[src/hdl/cascade_irq_params.svh]
`ifndef CASCADE_IRQ_PARAMS_SVH
`define CASCADE_IRQ_PARAMS_SVH
// i/o addresses (low byte of port address)
`define ADDR_MASTER_EVEN 8'h20
`define ADDR_MASTER_ODD 8'h21
`define ADDR_SLAVE_EVEN 8'hA0
`define ADDR_SLAVE_ODD 8'hA1
`define ADDR_IRQ_STATUS 8'hF0
`define ADDR_IRQ_ENABLE 8'hF1
`define ADDR_IRQ_CLEAR 8'hF2
`define ADDR_ACK_CTRL 8'hF3
`define ADDR_ACK_VECTOR 8'hF4
// field positions
`define BIT_INIT_SEL 4
`define BIT_LEVEL_TRIG 3
`define BIT_SINGLE 1
`define BIT_CMD_THREE 3
// cascade line of the master and spurious channel number
`define CASCADE_INPUT 3'h2
`define SPURIOUS_CHANNEL 3'h7
// reset values
`define RST_BYTE 8'h00
`define RST_STATUS 2'h0
`endif

[src/hdl/cascade_irq_pkg.sv]
package cascade_irq_pkg;
  typedef enum logic [1:0] {
    INIT_IDLE,
    INIT_WAIT_BASE,
    INIT_WAIT_CASCADE
  } init_state_type;
  typedef logic [7:0] byte_type;
endpackage

[src/hdl/ctl_bus_if.sv]
`timescale 1ns/1ps
// write port that the top hands to each controller unit
interface ctl_bus_if;
  logic even_wr;
  logic odd_wr;
  logic [7:0] wdata;
  logic ack_take;
  modport top (output even_wr, output odd_wr, output wdata, output ack_take);
  modport unit (input even_wr, input odd_wr, input wdata, input ack_take);
endinterface

[src/hdl/cascade_irq_top.sv]
`timescale 1ns/1ps
`include "cascade_irq_params.svh"
// How it works
// - even-address write with bit 4 high is init word one
// - level trigger bit set: high request level raises a request
// - level trigger bit clear: only a rising edge raises a request
// - request dropped before acknowledge yields channel seven vector
// - init word one bit 1 picks single or cascade operation
// - slave interrupt output feeds master request input two
// - slave supplies vector when master's winner is the cascade input
// - vector base word bits 7:3 hold upper vector bits, per controller
// - low three vector bits come from the priority resolver
// - master cascade word marks inputs with slaves attached
// - slave cascade word bits 2:0 hold its identity
// - init word one clears the request mask register
// - even write with bits 4:3 zero is op command two
module cascade_irq_top (
  // clock and reset
  input wire logic clk_sys,
  input wire logic arst_n,
  // register port
  input wire logic [7:0] reg_addr,
  input wire logic [7:0] reg_wdata,
  input wire logic reg_wr,
  input wire logic reg_rd,
  output logic [7:0] reg_rdata,
  // peripheral requests (master input 2 is the cascade)
  input wire logic [7:0] master_request,
  input wire logic [7:0] slave_request,
  // cpu side
  output logic cpu_int,
  output logic irq
);
  import cascade_irq_pkg::*;
  logic m_int, s_int, m_valid, s_valid, m_single, s_single, m_level, s_level;
  logic [2:0] m_chan, s_chan;
  logic [4:0] m_base, s_base;
  logic [7:0] m_casc, s_casc;
  logic [7:0] m_req;
  logic [7:0] vector_q;
  logic [1:0] status_q, enable_q;
  logic [1:0] cmd_seen_q;
  logic ack_pulse;
  logic use_slave;
  logic [1:0] ev;
  byte_type rd_d;
  ctl_bus_if m_bus ();
  ctl_bus_if s_bus ();

  // -----------------------------------------------------------
  // write decode
  // -----------------------------------------------------------
  assign m_bus.even_wr = reg_wr && reg_addr == `ADDR_MASTER_EVEN;
  assign m_bus.odd_wr = reg_wr && reg_addr == `ADDR_MASTER_ODD;
  assign s_bus.even_wr = reg_wr && reg_addr == `ADDR_SLAVE_EVEN;
  assign s_bus.odd_wr = reg_wr && reg_addr == `ADDR_SLAVE_ODD;
  assign m_bus.wdata = reg_wdata;
  assign s_bus.wdata = reg_wdata;
  assign ack_pulse = reg_wr && reg_addr == `ADDR_ACK_CTRL;
  assign m_bus.ack_take = ack_pulse;
  assign s_bus.ack_take = ack_pulse && use_slave;

  // cascade: slave output replaces master request input two
  always_comb begin
    m_req = master_request;
    if (!m_single) begin
      m_req[`CASCADE_INPUT] = s_int;
    end
  end

  irq_ctl_unit u_master (
    .clk_sys(clk_sys), .arst_n(arst_n), .bus(m_bus), .request_input(m_req),
    .int_out(m_int), .top_channel(m_chan), .top_valid(m_valid),
    .base_q(m_base), .cascade_cfg_q(m_casc), .single_q(m_single),
    .level_q(m_level)
  );
  irq_ctl_unit u_slave (
    .clk_sys(clk_sys), .arst_n(arst_n), .bus(s_bus), .request_input(slave_request),
    .int_out(s_int), .top_channel(s_chan), .top_valid(s_valid),
    .base_q(s_base), .cascade_cfg_q(s_casc), .single_q(s_single),
    .level_q(s_level)
  );

  // slave answers when the winner input has a slave and the id matches
  assign use_slave = !m_single && m_valid && m_casc[m_chan]
    && s_casc[2:0] == m_chan;

  // -----------------------------------------------------------
  // acknowledge: vector latched on the acknowledge strobe
  // -----------------------------------------------------------
  always_ff @(posedge clk_sys or negedge arst_n) begin
    if (!arst_n) begin
      vector_q <= `RST_BYTE;
    end else if (ack_pulse) begin
      if (use_slave) begin
        vector_q <= {s_base, s_chan};
      end else begin
        vector_q <= {m_base, m_chan};
      end
    end
  end

  // op command two only noted as an event (command three not at all); neither command has any other effect
  always_comb begin
    ev = 2'h0;
    ev[0] = (m_bus.even_wr || s_bus.even_wr) && !reg_wdata[`BIT_INIT_SEL]
      && !reg_wdata[`BIT_CMD_THREE];
    ev[1] = ack_pulse && !m_valid;
  end

  // sticky events; a new event beats a clear in the same cycle
  always_ff @(posedge clk_sys or negedge arst_n) begin
    if (!arst_n) begin
      status_q <= `RST_STATUS;
    end else begin
      status_q <= (status_q & ~((reg_wr && reg_addr == `ADDR_IRQ_CLEAR)
        ? reg_wdata[1:0] : 2'h0)) | ev;
    end
  end

  always_ff @(posedge clk_sys or negedge arst_n) begin
    if (!arst_n) begin
      enable_q <= `RST_STATUS;
      cmd_seen_q <= `RST_STATUS;
    end else begin
      if (reg_wr && reg_addr == `ADDR_IRQ_ENABLE) begin
        enable_q <= reg_wdata[1:0];
      end
      cmd_seen_q <= {m_level, s_level};
    end
  end

  always_ff @(posedge clk_sys or negedge arst_n) begin
    if (!arst_n) begin
      irq <= 1'b0;
      cpu_int <= 1'b0;
    end else begin
      irq <= |((status_q | ev) & enable_q);
      cpu_int <= m_int;
    end
  end

  // -----------------------------------------------------------
  // read port
  // -----------------------------------------------------------
  always_comb begin
    case (reg_addr)
      `ADDR_IRQ_STATUS: rd_d = {6'h00, status_q};
      `ADDR_IRQ_ENABLE: rd_d = {6'h00, enable_q};
      `ADDR_ACK_VECTOR: rd_d = vector_q;
      `ADDR_MASTER_EVEN: rd_d = {6'h00, cmd_seen_q};
      default: rd_d = `RST_BYTE;
    endcase
  end

  always_ff @(posedge clk_sys or negedge arst_n) begin
    if (!arst_n) begin
      reg_rdata <= `RST_BYTE;
    end else begin
      reg_rdata <= reg_rd ? rd_d : `RST_BYTE;
    end
  end

  a_cascade_feed: assert property (@(posedge clk_sys) disable iff (!arst_n)
    !m_single |-> m_req[2] == s_int) else $error("cascade line wrong");
  a_slave_vector: assert property (@(posedge clk_sys) disable iff (!arst_n)
    (ack_pulse && use_slave) |=> vector_q == {$past(s_base), $past(s_chan)})
    else $error("slave vector wrong");
  a_master_vector: assert property (@(posedge clk_sys) disable iff (!arst_n)
    (ack_pulse && !use_slave) |=> vector_q[2:0] == $past(m_chan))
    else $error("master low bits wrong");
  a_spurious_seven: assert property (@(posedge clk_sys) disable iff (!arst_n)
    (ack_pulse && !m_valid) |=> vector_q[2:0] == 3'h7)
    else $error("no spurious seven");
  a_cmd_two: assert property (@(posedge clk_sys) disable iff (!arst_n)
    (m_bus.even_wr && reg_wdata[4:3] == 2'h0) |=> status_q[0])
    else $error("command two not seen");
  a_level_mode: assert property (@(posedge clk_sys) disable iff (!arst_n)
    (m_level && m_req[0] && !u_master.mask_q[0]) |-> m_valid && m_int)
    else $error("level request lost");
endmodule

[src/hdl/irq_ctl_unit.sv]
`timescale 1ns/1ps
`include "cascade_irq_params.svh"
// one priority controller: init-word decode, trigger capture, resolver
module irq_ctl_unit (
  // clock and reset
  input wire logic clk_sys,
  input wire logic arst_n,
  // writes from the top
  ctl_bus_if.unit bus,
  // request inputs
  input wire logic [7:0] request_input,
  // state towards the top
  output logic int_out,
  output logic [2:0] top_channel,
  output logic top_valid,
  output logic [4:0] base_q,
  output logic [7:0] cascade_cfg_q,
  output logic single_q,
  output logic level_q
);
  import cascade_irq_pkg::*;
  init_state_type state_q;
  logic [7:0] mask_q;
  logic [7:0] prev_q;
  logic [7:0] pend_q;
  logic [7:0] live;
  logic init_wr;

  function automatic logic [2:0] pick_top(input logic [7:0] v);
    logic [2:0] r;
    r = 3'h0;
    for (int i = 7; i >= 0; i--) begin
      if (v[i]) begin
        r = 3'(i);
      end
    end
    return r;
  endfunction

  assign init_wr = bus.even_wr && bus.wdata[`BIT_INIT_SEL];
  // -----------------------------------------------------------
  // init word sequencing
  // -----------------------------------------------------------
  always_ff @(posedge clk_sys or negedge arst_n) begin
    if (!arst_n) begin
      state_q <= INIT_IDLE;
      level_q <= 1'b0;
      single_q <= 1'b0;
      base_q <= 5'h00;
      cascade_cfg_q <= `RST_BYTE;
    end else if (init_wr) begin
      state_q <= INIT_WAIT_BASE;
      level_q <= bus.wdata[`BIT_LEVEL_TRIG];
      single_q <= bus.wdata[`BIT_SINGLE];
    end else if (bus.odd_wr) begin
      case (state_q)
        INIT_WAIT_BASE: begin
          base_q <= bus.wdata[7:3];
          state_q <= single_q ? INIT_IDLE : INIT_WAIT_CASCADE;
        end
        INIT_WAIT_CASCADE: begin
          cascade_cfg_q <= bus.wdata;
          state_q <= INIT_IDLE;
        end
        default: begin
          state_q <= INIT_IDLE;
        end
      endcase
    end
  end

  // mask: cleared by init word one, else written in normal operation
  always_ff @(posedge clk_sys or negedge arst_n) begin
    if (!arst_n) begin
      mask_q <= `RST_BYTE;
    end else if (init_wr) begin
      mask_q <= `RST_BYTE;
    end else if (bus.odd_wr && state_q == INIT_IDLE) begin
      mask_q <= bus.wdata;
    end
  end

  // edge capture; a level source just stays pending while high
  always_ff @(posedge clk_sys or negedge arst_n) begin
    if (!arst_n) begin
      prev_q <= `RST_BYTE;
      pend_q <= `RST_BYTE;
    end else begin
      prev_q <= request_input;
      // taking wins over a new edge only for the served channel
      pend_q <= (pend_q | (request_input & ~prev_q)) & request_input;
      if (bus.ack_take && top_valid) begin
        pend_q[top_channel] <= 1'b0;
      end
      if (init_wr) begin
        pend_q <= `RST_BYTE;
      end
    end
  end

  // edge pending must still see the input high, so early drop goes spurious
  assign live = (level_q ? request_input : pend_q) & ~mask_q;
  assign top_valid = |live;
  assign top_channel = top_valid ? pick_top(live) : `SPURIOUS_CHANNEL;
  assign int_out = top_valid;

  a_mask_clear: assert property (@(posedge clk_sys) disable iff (!arst_n)
    init_wr |=> mask_q == 8'h00) else $error("mask not cleared");
  a_seq_base: assert property (@(posedge clk_sys) disable iff (!arst_n)
    init_wr |=> state_q == INIT_WAIT_BASE) else $error("init seq bad");
  a_base_take: assert property (@(posedge clk_sys) disable iff (!arst_n)
    (bus.odd_wr && !init_wr && state_q == INIT_WAIT_BASE)
    |=> base_q == $past(bus.wdata[7:3])) else $error("base not taken");
endmodule

[config.mk]
export PLATFORM = sky130hd
export DESIGN_NAME = cascade_irq_top
export DESIGN_NICKNAME = d
export VERILOG_FILES = /design/src/hdl/cascade_irq_pkg.sv /design/src/hdl/ctl_bus_if.sv /design/src/hdl/cascade_irq_top.sv /design/src/hdl/irq_ctl_unit.sv
export VERILOG_INCLUDE_DIRS = /design/src /design/src/hdl
export SDC_FILE = /design/constraint.sdc
export NUM_CORES = 1
export LEC_CHECK = 0
export BUFFER_PORTS_ARGS = -buffer_cell sky130_fd_sc_hd__buf_2
export CAP_MARGIN = 20
export CORE_MARGIN = 2
export CORE_UTILIZATION = 53
export CTS_CLUSTER_DIAMETER = 30
export CTS_CLUSTER_SIZE = 12
export DETAILED_ROUTE_END_ITERATION = 8
export PLACE_DENSITY = 0.74
export SETUP_SLACK_MARGIN = 0.15
export SYNTH_ARGS = -nofsm -noshare
export SYNTH_HDL_FRONTEND = slang
export SYNTH_SLANG_ARGS = --single-unit
[constraint.sdc]
create_clock -name clk_sys -period 3.1 [get_ports clk_sys]
set_input_delay 0.31 -clock clk_sys [delete_from_list [all_inputs] [get_ports clk_sys]]
set_output_delay 0.31 -clock clk_sys [all_outputs]
set_load 0.1 [all_outputs]
# Yosys cells after proc, flatten, opt, wreduce, memory -nomap -nowiden
# Index checks and enable logic that the tools add are counted.
[op_classes] n_bitwise=23 reduce_logical=40 muxes=47 eq_ne=14 n_lt_le_gt_ge=4
[ops] cell="two-way mux 8 bit" count=12
[ops] cell="AND 8 bit" count=8
[ops] cell="equality test 8 bit (second input constant)" count=7
[ops] cell="two-way mux 3 bit" count=18
[ops] cell="NOT 8 bit" count=6
[ops] cell="case mux 8 bit (4 select lines)" count=1
[ops] cell="logical AND 1 bit" count=22
[ops] cell="two-way mux 2 bit" count=9
[ops] cell="equality test 8 x 6 -> 1 bit (second input constant)" count=2
[ops] cell="OR 8 bit" count=2
[ops] cell="OR reduction 8 bit" count=2
[ops] cell="AND reduction 3 bit" count=4
[ops] cell="less-than comparator 3 x 4 -> 1 bit (second input constant)" count=2
[ops] cell="nonzero test 2 bit" count=4
[ops] cell="demux 1 bit (select 3 bit)" count=2
[ops] cell="greater-or-equal comparator 3 x 1 -> 1 bit (second input constant)" count=2
[ops] cell="AND 2 bit" count=2
[ops] cell="equality test 2 x 1 -> 1 bit (second input constant)" count=2
[ops] cell="equality test 2 bit (second input constant)" count=2
[ops] cell="zero test 1 bit" count=4
[ops] cell="zero test 2 bit" count=2
[ops] cell="two-way mux 1 bit" count=4
[ops] cell="OR 2 bit" count=2
[ops] cell="binary-select mux 1 bit (select 3 bit)" count=1
[ops] cell="5 further kinds" count=6
[totals] word_cells=151 register_bits=101 out_inout_bits=10 inputBits=36

# Longest topological paths before layout
# Gate-level depths: netlist (run 1).
[logic_depth] word_depth=23 mapped_depth=11 mapped_depth_nobuf=9

# Cells and area by module
# From an unflattened synthesis (run 1), not the netlist that was laid out.
[unflattened] hier_cells=445 area_unflattened_um2=4850.9
[modules_own_cells] module="irq_ctl_unit (u_master)" seq_area_each_um2=1026.0 area_each_um2=1796.7 instances=1 cells_per_inst=150
[modules_own_cells] module="irq_ctl_unit (u_slave)" seq_area_each_um2=1026.0 area_each_um2=1773.0 instances=1 cells_per_inst=156
[modules_own_cells] module="cascade_irq_top" seq_area_each_um2=600.6 area_each_um2=1281.2 instances=1 cells_per_inst=139

# Worst setup path before layout (run 1)
# Ideal clock, no wire load.
[synth_timing] path_kind="flip-flop to flip-flop" start="register u_slave.level_q" end="register vector_q[1]" setup_slack_ns=0.045 path_buffers=2 setup_time_ns=0.126 period_less_slack_ns=3.055 stages_incl_launch_ff=11 arrival_ns=2.929 cell_sequence="dfrtp_1 -> buf_6 -> mux2i_1 -> o22ai_2 -> nor4_4 -> a211oi_2 -> or4b_1 -> a2111oi_2 -> nand3_2 -> buf_6 -> a221o_1"
[synth_between] elab_chain_len=15 word_cells_on_any_way=27
[synth_lines] item="start: declaration" line_no="irq_ctl_unit.sv:19" text="output logic level_q"
[synth_lines] item="start signal: assignment" line_no="irq_ctl_unit.sv:53" text="level_q <= bus.wdata[`BIT_LEVEL_TRIG];"
[synth_lines] item="two-way mux 8 bit (*)" line_no="irq_ctl_unit.sv:102" text="assign live = (level_q ? request_input : pend_q) & ~mask_q;"
[synth_lines] item="AND 8 bit (*)" line_no="irq_ctl_unit.sv:102"
[synth_lines] item="OR reduction 8 bit" line_no="irq_ctl_unit.sv:103" text="assign top_valid = |live;"
[synth_lines] item="two-way mux 1 bit" line_no="cascade_irq_top.sv:66" text="if (!m_single) begin"
[synth_lines] item="two-way mux 8 bit" line_no="irq_ctl_unit.sv:102"
[synth_lines] item="AND 8 bit" line_no="irq_ctl_unit.sv:102"
[synth_lines] item="two-way mux 3 bit (3 in series)" line_no="irq_ctl_unit.sv:33" text="if (v[i]) begin"
[synth_lines] item="two-way mux 3 bit (no source line)"
[synth_lines] item="binary-select mux 1 bit (select 3 bit)" line_no="cascade_irq_top.sv:85" text="assign use_slave = !m_single && m_valid && m_casc[m_chan]"
[synth_lines] item="two-way mux 1 bit (implied by the code)" line_no="cascade_irq_top.sv:85"
[synth_lines] item="logical AND 1 bit" line_no="cascade_irq_top.sv:85"
[synth_lines] item="logical AND 1 bit" line_no="cascade_irq_top.sv:86" text="&& s_casc[2:0] == m_chan;"
[synth_lines] item="two-way mux 8 bit (*)" line_no="cascade_irq_top.sv:95" text="if (use_slave) begin"
[synth_lines] item="end signal: assignment" line_no="cascade_irq_top.sv:93" text="vector_q <= `RST_BYTE;"
[synth_lines] item="end signal: assignment" line_no="cascade_irq_top.sv:96" text="vector_q <= {s_base, s_chan};"
[synth_lines] item="end signal: assignment" line_no="cascade_irq_top.sv:98" text="vector_q <= {m_base, m_chan};"
[synth_lines] item="end: declaration" line_no="cascade_irq_top.sv:40" text="logic [7:0] vector_q;"
# Mark *: on every way between the ends. The rest lies on a longest branch, timed or not. The select of a mux whose other input is x is not followed.
# A chain may end at the register's enable or synchronous reset.

# Final worst setup path (run 1)
[layout_timing] start="register u_slave.level_q" end="register vector_q[2]"
# The elaborated chain is that of the path after synthesis.

==> flow_summary.rst, run 1 <==
.. list-table::
   :header-rows: 1

   * - Metric
     - Value
   * - Worst-path fanout max
     - 8
   * - Proportion of netlist area held by the largest area contributor
     - 55.2%
   * - Std cell rows
     - 33
   * - Category of the most critical setup path
     - reg -> reg
   * - Cell class contributing the biggest share of worst-path delay
     - simple AND/OR/NAND/NOR gates
   * - Main synth FF type
     - sky130_fd_sc_hd__dfrtp_1
   * - Outcome
     - finished with violations
   * - Crit path launch type
     - flip-flop
   * - Top Ports
     - 46
   * - Pwr dens
     - 459 nW/um2
   * - Pin count of the biggest net entering global routing
     - 64
   * - Pre-CTS WS
     - -0.0858 ns
   * - Total congestion overflow after global routing
     - 0
   * - Minimum setup slack in the final design
     - -0.0792 ns
   * - Total DRC errors in the routed layout
     - 0
   * - Hold slack final
     - -0.0134 ns
   * - Final Critical Period
     - 3.18 ns
   * - Area growth from synthesis to layout
     - 21.6%
   * - Initial antenna violation count
     - 0
   * - Leakage power total
     - 0.00261 uW
   * - Setup TNS
     - -0.376 ns
   * - Final-stage net count
     - 539
   * - Worst min-delay path class
     - in -> async
   * - Proportion of synthesized chip area in sequential cells
     - 55.2%
   * - Vias per std cell
     - 5.76
   * - H-tree depth
     - 3
   * - Number of enable flip-flop cells after synthesis
     - 0
   * - Peak per-stage delay on the critical path
     - 0.52 ns
   * - Number of global-route vias before repair
     - 3486
   * - Floorplan Core Area
     - 8300 um2
   * - Count of state elements after synthesis
     - 101
   * - Endpoint type of the worst setup path
     - flip-flop
   * - Chip Height
     - 97.0 um
   * - Required arrival time at the worst endpoint
     - 3.36 ns
   * - Fraction of layout instances using a drive strength above 1
     - 30.7%
   * - Mean instance size in the synthesized netlist
     - 10.8 um2
   * - Routability cong.
     - 0.921
   * - Pins over their slew limit
     - 0
   * - Vias
     - 3528
   * - DRC violation total after the first TritonRoute iteration
     - 240
   * - Layout fillers
     - 655
   * - Slew headroom
     - 47.4%
   * - Slowest cell on crit path
     - sky130_fd_sc_hd__or4b_4
   * - Total number of yosys warnings
     - 0
   * - Final clock period utilization by the worst path
     - 103%
   * - Clock tree from TritonCTS
     - yes
   * - Root Buffer Master
     - sky130_fd_sc_hd__clkbuf_8
   * - Final hold violation count
     - 8
   * - Number of antenna cells inserted
     - 0
   * - Distinct cell type count of the synthesized netlist
     - 52
   * - Clock latency at the later pin of the worst-skew pair
     - 0.38 ns
   * - Ranking of synthesized cells by area
     - sky130_fd_sc_hd__dfrtp_1, sky130_fd_sc_hd__mux2_2, sky130_fd_sc_hd__mux2i_1
   * - Measured slew at the worst slew-check pin
     - 0.788 ns
   * - Clk_skew
     - 0.0151 ns
   * - Die extent in x
     - 97.0 um
   * - Number of clock sinks seen by CTS
     - 101
   * - Maximum clock frequency
     - 315 MHz
   * - Hold-fix buffers, CTS
     - 0
   * - Inserted Clock Buffers
     - 9
   * - Summed instance area of the synthesized netlist
     - 4580 um2
   * - Failing checks
     - negative hold slack, negative setup slack
   * - Cell-by-cell trace of the critical path
     - buf_12 -> buf_6 -> mux2i_4 -> o22ai_4 -> nor4_4 -> a211oi_2 -> or4b_4 -> a2111oi_4 -> nand3_4 -> buf_12 -> a221o_1
   * - Average wire per cell in the routed design
     - 17.4 um
   * - Number of iterations in the first detailed-routing pass
     - 5
   * - Most prevalent standard cell on the critical path
     - sky130_fd_sc_hd__buf_12
   * - Max VDD drop
     - 0.297 mV
   * - Placement Cell Area
     - 5070 um2
   * - Wire length of the first global-routing pass
     - 17600 um
   * - Post-Syn Nets
     - 462
   * - Cells after Synth
     - 426
   * - Post-route cell area
     - 5570 um2
   * - Worst Path Buf+Inv
     - 3
   * - Maximum clock insertion buffer count
     - 2
   * - Unrepaired setup endpoints after global routing
     - true
   * - Half-perimeter wire length after placement
     - 7640 um
   * - Async SR Flop Fraction
     - 100%
   * - Number of buffer cells added on primary ports
     - 45
   * - Dominant cell type by area after synthesis
     - sky130_fd_sc_hd__dfrtp_1
   * - Clock-pin slew on the worst setup and hold paths
     - 0.11 ns
   * - Initial core utilization
     - 55.2%
   * - Final setup violation count
     - 11
   * - Final Routed Wirelength
     - 10700 um
   * - Count of nets left with antenna violations after detail routing
     - 0
   * - Data arrival, critical path
     - 3.44 ns
   * - Total Routing Usage GR
     - 23.7%
   * - Max Cap Viol
     - 0
   * - Area of the die
     - 9410 um2
-- flip-flops by register name (all words and copies together) (netlist names), 3 cells and up --
signal	cells
reg_rdata	8
u_master.base_q	5
u_master.cascade_cfg_q	8
u_master.mask_q	8
u_master.pend_q	8
u_master.prev_q	8
u_slave.base_q	5
u_slave.cascade_cfg_q	3
u_slave.mask_q	8
u_slave.pend_q	8
u_slave.prev_q	8
vector_q	8
-- metrics by stage --
stage               power, uW  std cells  hold slack [ns]  utilization, %
CTS                      2570        607           0.0342            65.6
finish                   2560        613          -0.0134            67.1
global placement         1690        586            0.434            61.1
detailed placement       1690        586            0.443            61.1
floorplan                1560        426           0.0144               -
global route             2670        613           0.0410            67.1
-- cell usage in the layout (no fill, tap or decap), types with 4 or more instances in the layout --
cell / count
sky130_fd_sc_hd__buf_6: 6
sky130_fd_sc_hd__mux2i_1: 17
sky130_fd_sc_hd__or2_2: 4
sky130_fd_sc_hd__nand2_1: 48
sky130_fd_sc_hd__mux2i_4: 5
sky130_fd_sc_hd__nor3_1: 6
sky130_fd_sc_hd__or3_1: 7
sky130_fd_sc_hd__a21oi_1: 25
sky130_fd_sc_hd__buf_2: 44
sky130_fd_sc_hd__nand2b_1: 14
sky130_fd_sc_hd__nor4_1: 5
sky130_fd_sc_hd__clkbuf_8: 9
sky130_fd_sc_hd__nor2_1: 35
sky130_fd_sc_hd__dfrtp_1: 100
sky130_fd_sc_hd__nand3_1: 16
sky130_fd_sc_hd__o21ai_0: 19
sky130_fd_sc_hd__mux2_2: 30
sky130_fd_sc_hd__buf_4: 26
sky130_fd_sc_hd__and2_1: 7
sky130_fd_sc_hd__inv_1: 12
sky130_fd_sc_hd__nor2b_1: 6
-- cell families (layout without fill, tap and decap cells) --
logic type	count (synthesis)	in the layout	share of synthesized area [%]
AOI/OAI and AO/OA	76	76	10.8
muxes	54	54	12.8
and+or+nand+nor	170	170	18.9
buffers and inverters	25	107	2.40
DFF	101	101	55.2
-- layer usage --
| metal | share of wire [%] | track usage (%) | up-vias |
|---|---|---|---|
| li1 | - | - | 1668 |
| met1 | 44 | 32.8 | 1738 |
| met2 | 50 | 38.6 | 107 |
| met3 | 4.6 | 4.70 | 15 |
| met4 | 1.4 | 6.07 | 0 |
| met5 | 0 | 0 | - |
-- path summary, 6_finish.rpt --
kind / start / endpoint / slack [ns] / cells after the start
setup / recovery: u_slave.level_q$_DFFE_PN0P_ / vector_q[2]$_DFFE_PN0P_ / -0.08 / 11
hold / removal: arst_n / u_slave.state_q[1]$_DFFE_PN0P_ / -0.01 / 1
setup reg to reg: u_slave.level_q$_DFFE_PN0P_ / vector_q[2]$_DFFE_PN0P_ / -0.08 / 11
hold reg to reg: u_slave.level_q$_DFFE_PN0P_ / cmd_seen_q[0]$_DFF_PN0_ / 0.46 / 0
max in group asynchronous: arst_n / u_slave.base_q[0]$_DFFE_PN0P_ / 2.33 / 2
min in group clk_sys: slave_request[7] / u_slave.prev_q[7]$_DFF_PN0_ / 0.06 / 1
-- cell type report --
class | instances | area [um2] | area share (%)
clock buffer | 9 | 124 | 2.22
multi-input combinational | 300 | 2110 | 37.9
timing repair buffer | 79 | 543 | 9.74
tap | 105 | 131 | 2.36
inverter | 12 | 45.0 | 0.808
sequential | 101 | 2530 | 45.4
clock inverter | 7 | 88.8 | 1.59
-- timing repair --
action / 4_1_cts / 5_1_grt
buffers inserted: 5 / 6
gates cloned: 0 / 0
endpoints found under the setup margin: 16 / 16
pin swaps: 10 / 6
resized for setup: 21 / 12
-- report_power, final --
group	switching (uW)	leakage, uW	total [uW]	internal [uW]
clock network	524	0.000106	852	328
logic	178	0.00118	308	130
registers	33.9	0.00133	1400	1370
-- worst reg2reg max path: cells and delay by family, from the launching register on --
kind,cells,cell delay [ns]
compound gates,4,0.88
buf+inv,3,0.46
simple gates,3,1.07
flops,1,0.42
mux,1,0.26
-- Yosys cell counts (7+ instances only) --
master,instances
sky130_fd_sc_hd__dfrtp_1,101
sky130_fd_sc_hd__nand2_1,48
sky130_fd_sc_hd__nor2_1,37
sky130_fd_sc_hd__mux2_2,30
sky130_fd_sc_hd__a21oi_1,27
sky130_fd_sc_hd__mux2i_1,22
sky130_fd_sc_hd__o21ai_0,19
sky130_fd_sc_hd__nand3_1,16
sky130_fd_sc_hd__nand2b_1,14
sky130_fd_sc_hd__inv_1,12
sky130_fd_sc_hd__clkbuf_1,10
sky130_fd_sc_hd__nor3_1,8
sky130_fd_sc_hd__and2_1,7
sky130_fd_sc_hd__or3_1,7
(Power assumes the default switching activity.)
==> inputs of run 2 (changes only) <==
- clock period: 3.1 -> 2.7 ns (I/O delays scaled with it)
==> run 2 against run 1 <==
  * The flow finishes with violations (negative setup slack)
  * Worst setup slack worse by 0.34 ns
  * Critical path type unchanged
  * Non-clock buffer count up 18
  * Fmax up 1.8%
  * Largest cell class unchanged
==> flow_summary.rst, run 2 (synthesized netlist as in run 1, its figures left out) <==
.. list-table::
   :header-rows: 1

   * - Metric
     - Value
   * - Final setup violation count
     - 16
   * - End-of-flow core utilization
     - 69.0%
   * - Half-perimeter wire length after placement
     - 7960 um
   * - Average wire per cell in the routed design
     - 18.0 um
   * - Fraction of layout instances using a drive strength above 1
     - 33.5%
   * - Final Routed Wirelength
     - 11300 um
   * - Clock-pin slew on the worst setup and hold paths
     - 0.10 ns
   * - Most frequent standard cell in the layout excluding fill and tap cells
     - sky130_fd_sc_hd__dfrtp_1
   * - Crit path launch type
     - flip-flop
   * - Overall Power
     - 2940 uW
   * - Final Critical Period
     - 3.12 ns
   * - Number of global-route vias before repair
     - 3740
   * - Number of buffer cells added on primary ports
     - 45
   * - Data arrival, critical path
     - 3.43 ns
   * - Crit path from
     - u_slave.level_q$_DFFE_PN0P_
   * - Die extent in x
     - 97.0 um
   * - H-tree depth
     - 3
   * - Clk_skew
     - 0.00857 ns
   * - Pwr dens
     - 514 nW/um2
   * - Total congestion overflow after global routing
     - 0
   * - Area of the die
     - 9410 um2
   * - Max VDD drop
     - 0.298 mV
   * - Pin count of the biggest net entering global routing
     - 86
   * - DRC violation total after the first TritonRoute iteration
     - 166
   * - Maximum clock frequency
     - 320 MHz
   * - Most frequent cells in the layout
     - sky130_fd_sc_hd__dfrtp_1, sky130_fd_sc_hd__nand2_1, sky130_fd_sc_hd__buf_4, sky130_fd_sc_hd__buf_2, sky130_fd_sc_hd__nor2_1
   * - Final-stage net count
     - 557
   * - Max Cap Viol
     - 0
   * - Number of antenna cells inserted
     - 0
   * - Unrepaired setup endpoints after global routing
     - true
   * - Total Routing Usage GR
     - 24.1%
   * - Total DRC errors in the routed layout
     - 0
   * - Failing checks
     - negative setup slack
   * - Reg2reg end
     - vector_q[1]$_DFFE_PN0P_
   * - Layout fillers
     - 647
   * - Std cell rows
     - 33
   * - Area growth from synthesis to layout
     - 24.9%
   * - Slew headroom
     - 50.2%
   * - Category of the most critical setup path
     - reg -> reg
   * - Root Buffer Master
     - sky130_fd_sc_hd__clkbuf_8
   * - Worst-path fanout max
     - 7
   * - Number of iterations in the first detailed-routing pass
     - 4
   * - Maximum clock insertion buffer count
     - 2
   * - Leakage power total
     - 0.00270 uW
   * - Clock tree from TritonCTS
     - yes
   * - Clock latency at the later pin of the worst-skew pair
     - 0.37 ns
   * - Initial antenna violation count
     - 0
   * - Minimum setup slack in the final design
     - -0.423 ns
   * - Measured slew at the worst slew-check pin
     - 0.747 ns
   * - Worst r2r path cells
     - 12
   * - Inserted Clock Buffers
     - 9
   * - Final hold violation count
     - 0
   * - Launching point of the worst reg2reg path
     - u_slave.level_q$_DFFE_PN0P_
   * - Outcome
     - finished with violations
   * - Vias per std cell
     - 5.76
   * - Worst min-delay path class
     - in -> reg
   * - Initial core utilization
     - 55.2%
   * - Required arrival time at the worst endpoint
     - 3.01 ns
   * - Pins over their slew limit
     - 0
   * - Top Ports
     - 46
   * - Count of nets left with antenna violations after detail routing
     - 0
   * - Floorplan Core Area
     - 8300 um2
   * - Routability cong.
     - 0.885
   * - Slack of the worst reg-to-reg path
     - -0.42 ns
   * - Number of clock sinks seen by CTS
     - 101
   * - Chip Height
     - 97.0 um
   * - Vias
     - 3635
   * - Endpoint type of the worst setup path
     - flip-flop
   * - Wire length of the first global-routing pass
     - 18000 um
   * - Critical Path Sink
     - vector_q[1]$_DFFE_PN0P_
   * - Final clock period utilization by the worst path
     - 116%
run 2: cell count changes in the layout (fill, tap and decap cells not counted), moves of 2 or more:
| cell | before | now |
|---|---|---|
| sky130_fd_sc_hd__mux2i_1 | 17 | 15 |
| sky130_fd_sc_hd__mux2i_2 | 2 | 4 |
| sky130_fd_sc_hd__a21oi_1 | 25 | 27 |
| sky130_fd_sc_hd__a21oi_2 | 2 | 0 |
| sky130_fd_sc_hd__buf_6 | 6 | 4 |
| sky130_fd_sc_hd__nor2b_1 | 6 | 4 |
| sky130_fd_sc_hd__buf_4 | 26 | 44 |
| sky130_fd_sc_hd__nor2_2 | 0 | 2 |
run 2: area by class of cell:
type	instances	area, um2	share of cell area [%]
Timing Repair Buffer	97	698	12.2
Tap cell	105	131	2.30
Sequential cell	101	2530	44.2
Clock buffer	9	124	2.16
Inverter	12	45.0	0.787
Clock inverter	7	77.6	1.36
Multi-Input combinational cell	300	2120	37.0
run 2: timing repair:
item	in CTS	in global routing
pin swaps	3	12
hold endpoints to repair	0	16
cloned	0	1
resized for setup	19	15
setup buffers	3	4
setup endpoints to repair	16	19
hold buffers	0	1
run 2: worst max-delay path, cell delays in order (launching register included):
cell and delay [ns]:
sky130_fd_sc_hd__dfrtp_2 0.45, sky130_fd_sc_hd__buf_12 0.15, sky130_fd_sc_hd__buf_6 0.12, sky130_fd_sc_hd__mux2i_4 0.19, sky130_fd_sc_hd__o22ai_4 0.11, sky130_fd_sc_hd__nor4_4 0.37, sky130_fd_sc_hd__a211oi_2 0.14, sky130_fd_sc_hd__or4b_4 0.51
sky130_fd_sc_hd__a2111oi_4 0.36, sky130_fd_sc_hd__nand3_4 0.19, sky130_fd_sc_hd__buf_4 0.19, sky130_fd_sc_hd__nor4_4 0.14, sky130_fd_sc_hd__a221o_1 0.14
run 2: how the worst min path moves through the flow:
stage,startpoint,endpoint,slack (ns),depth (start not counted)
after global routing,master_request[4],u_master.prev_q[4]$_DFF_PN0_,0.02,1
after CTS,master_request[4],u_master.prev_q[4]$_DFF_PN0_,0.01,1
after floorplan,arst_n,cmd_seen_q[0]$_DFF_PN0_,-0.03,0
final,master_request[4],u_master.prev_q[4]$_DFF_PN0_,0.03,1
after global placement,slave_request[7],u_slave.prev_q[7]$_DFF_PN0_,0.40,1
after detailed placement,slave_request[7],u_slave.prev_q[7]$_DFF_PN0_,0.41,1
run 2: report_power, final:
group | internal [uW] | switching (uW) | total (uW) | leakage, uW
Sequential | 1570 | 39.3 | 1610 | 0.00133
Clock | 367 | 577 | 944 | 0.000103
Combinational | 175 | 216 | 391 | 0.00127
Total | 2110 | 833 | 2940 | 0.00270
run 2: routing by layer:
metal / global-route usage (%) / share of wire, %
met1: 31.1 / 40
met2: 41.2 / 51
met3: 5.13 / 6.4
met4: 7.15 / 2.3
met5: 0 / 0
run 2: metrics by stage:
step / instances / TNS (ns) / setup WS (ns) / hold slack [ns] / area, um2
after floorplan: 426 / -3.19 / -0.281 / -0.0256 / 4590
after global placement: 605 / -5.86 / -0.384 / 0.404 / 5220
after detailed placement: 605 / -6.98 / -0.465 / 0.408 / 5220
after CTS: 624 / -5.81 / -0.390 / 0.0109 / 5560
after global routing: 631 / -7.71 / -0.515 / 0.0166 / 5720
final: 631 / -6.20 / -0.423 / 0.0277 / 5720
==> inputs of run 3 (changes only) <==
- CELL_PAD_IN_SITES_DETAIL_PLACEMENT: unset -> 0
- CELL_PAD_IN_SITES_GLOBAL_PLACEMENT: unset -> 1
- CORE_UTILIZATION: 53 -> 35
- PLACE_DENSITY: 0.74 -> 0.63
==> run 3 against run 2 <==
  * The flow still finishes with violations (negative setup slack)
  * Wire length grew 4.4%
  * Fmax grew 2.4%
  * Count of clock-buffer cells in the layout grew 1
  * Combinational power shrank 3%
  * Critical path type unchanged
  * Largest power group unchanged
==> flow_summary.rst, run 3 (synthesized netlist as in run 1, its figures left out) <==
.. list-table::
   :header-rows: 1

   * - Metric
     - Value
   * - Die extent in x
     - 118 um
   * - Slack of the worst reg-to-reg path
     - -0.35 ns
   * - Clock tree from TritonCTS
     - yes
   * - Share of power burned in registers
     - 48.5%
   * - Worst-path fanout max
     - 9
   * - Final Routed Wirelength
     - 11800 um
   * - Final hold violation count
     - 0
   * - Clock latency at the later pin of the worst-skew pair
     - 0.36 ns
   * - Worst min-delay path class
     - in -> reg
   * - Maximum clock frequency
     - 328 MHz
   * - Fraction of layout instances using a drive strength above 1
     - 32.7%
   * - Clock network fraction of total power
     - 40.0%
   * - Combined flip-flop and latch cell area
     - 2530 um2
   * - Reg2reg end
     - vector_q[2]$_DFFE_PN0P_
   * - Max VDD drop
     - 0.320 mV
   * - Overall Power
     - 3310 uW
   * - Most frequent cells in the layout
     - sky130_fd_sc_hd__dfrtp_1, sky130_fd_sc_hd__buf_4, sky130_fd_sc_hd__nand2_1
   * - Layout fillers
     - 1285
   * - Most frequent standard cell in the layout excluding fill and tap cells
     - sky130_fd_sc_hd__dfrtp_1
   * - Placement Cell Area
     - 5380 um2
   * - Number of buffer cells added on primary ports
     - 45
   * - Half-perimeter wire length after placement
     - 8560 um
   * - H-tree depth
     - 3
   * - Worst Path Buf+Inv
     - 2
   * - Root Buffer Master
     - sky130_fd_sc_hd__clkbuf_16
   * - Cell class contributing the biggest share of worst-path delay
     - simple AND/OR/NAND/NOR gates
   * - Minimum setup slack in the final design
     - -0.351 ns
   * - Number of global-route vias before repair
     - 3686
   * - Total congestion overflow after global routing
     - 0
   * - Internal Power
     - 2480 uW
   * - DRC violation total after the first TritonRoute iteration
     - 232
   * - Vias
     - 3549
   * - Final setup violation count
     - 16
   * - Leakage power total
     - 0.00273 uW
   * - Total Routing Usage GR
     - 18.1%
   * - Launching point of the worst reg2reg path
     - u_slave.level_q$_DFFE_PN0P_
   * - Pwr dens
     - 568 nW/um2
   * - Number of antenna cells inserted
     - 0
   * - Average wire per cell in the routed design
     - 16.9 um
   * - Vias per std cell
     - 5.06
   * - Maximum clock insertion buffer count
     - 2
   * - Number of clock sinks seen by CTS
     - 101
   * - Hold-critical path depth
     - 1
   * - Hold Crit Start
     - master_request[7]
   * - Final-stage net count
     - 560
   * - Area growth from synthesis to layout
     - 27.1%
   * - Category of the most critical setup path
     - reg -> reg
   * - Worst r2r path cells
     - 10
   * - Pre-CTS WS
     - -0.517 ns
   * - Pin count of the biggest net entering global routing
     - 67
   * - Endpoint type of the worst setup path
     - flip-flop
   * - Cell-by-cell trace of the critical path
     - buf_12 -> mux2i_4 -> o22ai_2 -> nor4_4 -> a211oi_2 -> or4b_4 -> a2111oi_4 -> nand3_4 -> buf_4 -> a221o_1
   * - Hold EP
     - u_master.prev_q[7]$_DFF_PN0_
   * - Footprint of the multi-input gates
     - 2060 um2
   * - Slowest cell on crit path
     - sky130_fd_sc_hd__or4b_4
   * - Top Ports
     - 46
   * - Switch Pwr
     - 827 uW
   * - Switching Fraction
     - 25.0%
   * - Std cell rows
     - 41
   * - Final clock period utilization by the worst path
     - 113%
   * - Unrepaired setup endpoints after global routing
     - true
   * - Comb pwr share
     - 11.5%
   * - Final Critical Period
     - 3.05 ns
   * - Clock-pin slew on the worst setup and hold paths
     - 0.07 ns
   * - Measured slew at the worst slew-check pin
     - 0.706 ns
   * - Data arrival, critical path
     - 3.29 ns
   * - Outcome
     - finished with violations
   * - Count of nets left with antenna violations after detail routing
     - 0
   * - Chip Height
     - 118 um
   * - Initial antenna violation count
     - 0
   * - Slew headroom
     - 53.0%
   * - Pins over their slew limit
     - 0
   * - Area of the die
     - 14000 um2
   * - Floorplan Core Area
     - 12700 um2
   * - Failing checks
     - negative setup slack
   * - Hold slack final
     - 0.0489 ns
   * - Initial core utilization
     - 36.0%
   * - Clk_skew
     - 0.00957 ns
   * - Crit path launch type
     - flip-flop
   * - Total DRC errors in the routed layout
     - 0
   * - Max Cap Viol
     - 0
   * - Peak per-stage delay on the critical path
     - 0.51 ns
   * - Routability cong.
     - 0.801
   * - Wire length of the first global-routing pass
     - 19600 um
   * - Inserted Clock Buffers
     - 9
   * - Post-route cell area
     - 5820 um2
   * - Required arrival time at the worst endpoint
     - 2.94 ns
   * - Number of iterations in the first detailed-routing pass
     - 4
-- run 3: cell count changes in the layout (fill, tap and decap cells not counted), moves of 2 or more --
cell                        before  now
sky130_fd_sc_hd__buf_4          44   52
sky130_fd_sc_hd__clkbuf_16       1    9
sky130_fd_sc_hd__clkbuf_8        9    1
sky130_fd_sc_hd__buf_6           4    1
sky130_fd_sc_hd__clkinv_2        1    3
sky130_fd_sc_hd__clkinv_8        2    0
sky130_fd_sc_hd__inv_8           2    0
sky130_fd_sc_hd__nor2_1         34   36
sky130_fd_sc_hd__nor2_2          2    0
sky130_fd_sc_hd__o22ai_1         3    5
sky130_fd_sc_hd__o22ai_4         2    0
-- run 3: cell type report --
cell class                      count  share of cell area [%]
Sequential cell                   101                    43.4
Multi-Input combinational cell    300                    35.4
Timing Repair Buffer              100                    11.5
Clock buffer                       10                    4.10
Tap cell                          172                    3.70
Clock inverter                      6                    1.05
Inverter                           12                   0.774
-- run 3: worst max-delay path by stage --
| stage | from | endpoint | slack (ns) | depth (start not counted) |
|---|---|---|---|---|
| after CTS | u_slave.level_q$_DFFE_PN0P_ | vector_q[0]$_DFFE_PN0P_ | -0.35 | 11 |
| after detailed placement | u_slave.level_q$_DFFE_PN0P_ | u_slave.pend_q[2]$_DFF_PN0_ | -0.52 | 13 |
| after global placement | u_slave.level_q$_DFFE_PN0P_ | u_slave.pend_q[1]$_DFF_PN0_ | -0.49 | 12 |
| after global routing | u_slave.level_q$_DFFE_PN0P_ | u_slave.pend_q[3]$_DFF_PN0_ | -0.52 | 11 |
| final | u_slave.level_q$_DFFE_PN0P_ | vector_q[2]$_DFFE_PN0P_ | -0.35 | 10 |
| after floorplan | u_slave.level_q$_DFFE_PN0P_ | vector_q[1]$_DFFE_PN0P_ | -0.28 | 10 |
-- run 3: layer usage --
metal / vias to the layer above / part of all wire [%] / global-route usage [%]
li1: 1711 / - / -
met4: 0 / 1.2 / 5.36
met3: 13 / 4.0 / 4.54
met5: - / 0 / 0
met1: 1764 / 48 / 25.7
met2: 61 / 46 / 27.2
-- run 3: power by group through the flow --
stage               logic, uW  clock network (uW)  registers [uW]
CTS                       377                1370            1600
global placement          354                   0            1630
floorplan                 163                   0            1630
finish                    380                1320            1600
global route              422                1420            1610
detailed placement        359                   0            1630
-- run 3: through the flow --
stage / std cells / util, % / TNS (ns)
floorplan: 426 / - / -3.19
global placement: 681 / 42.3 / -7.44
detailed placement: 681 / 42.3 / -7.82
CTS: 700 / 45.6 / -4.90
global route: 701 / 45.8 / -7.58
finish: 701 / 45.8 / -4.48
-- run 3: what timing repair did --
action,in CTS,in global routing
pin swaps,3,1
setup buffers,2,1
resized for setup,15,6
hold buffers,1,0
hold endpoints to repair,35,0
setup endpoints to repair,16,19
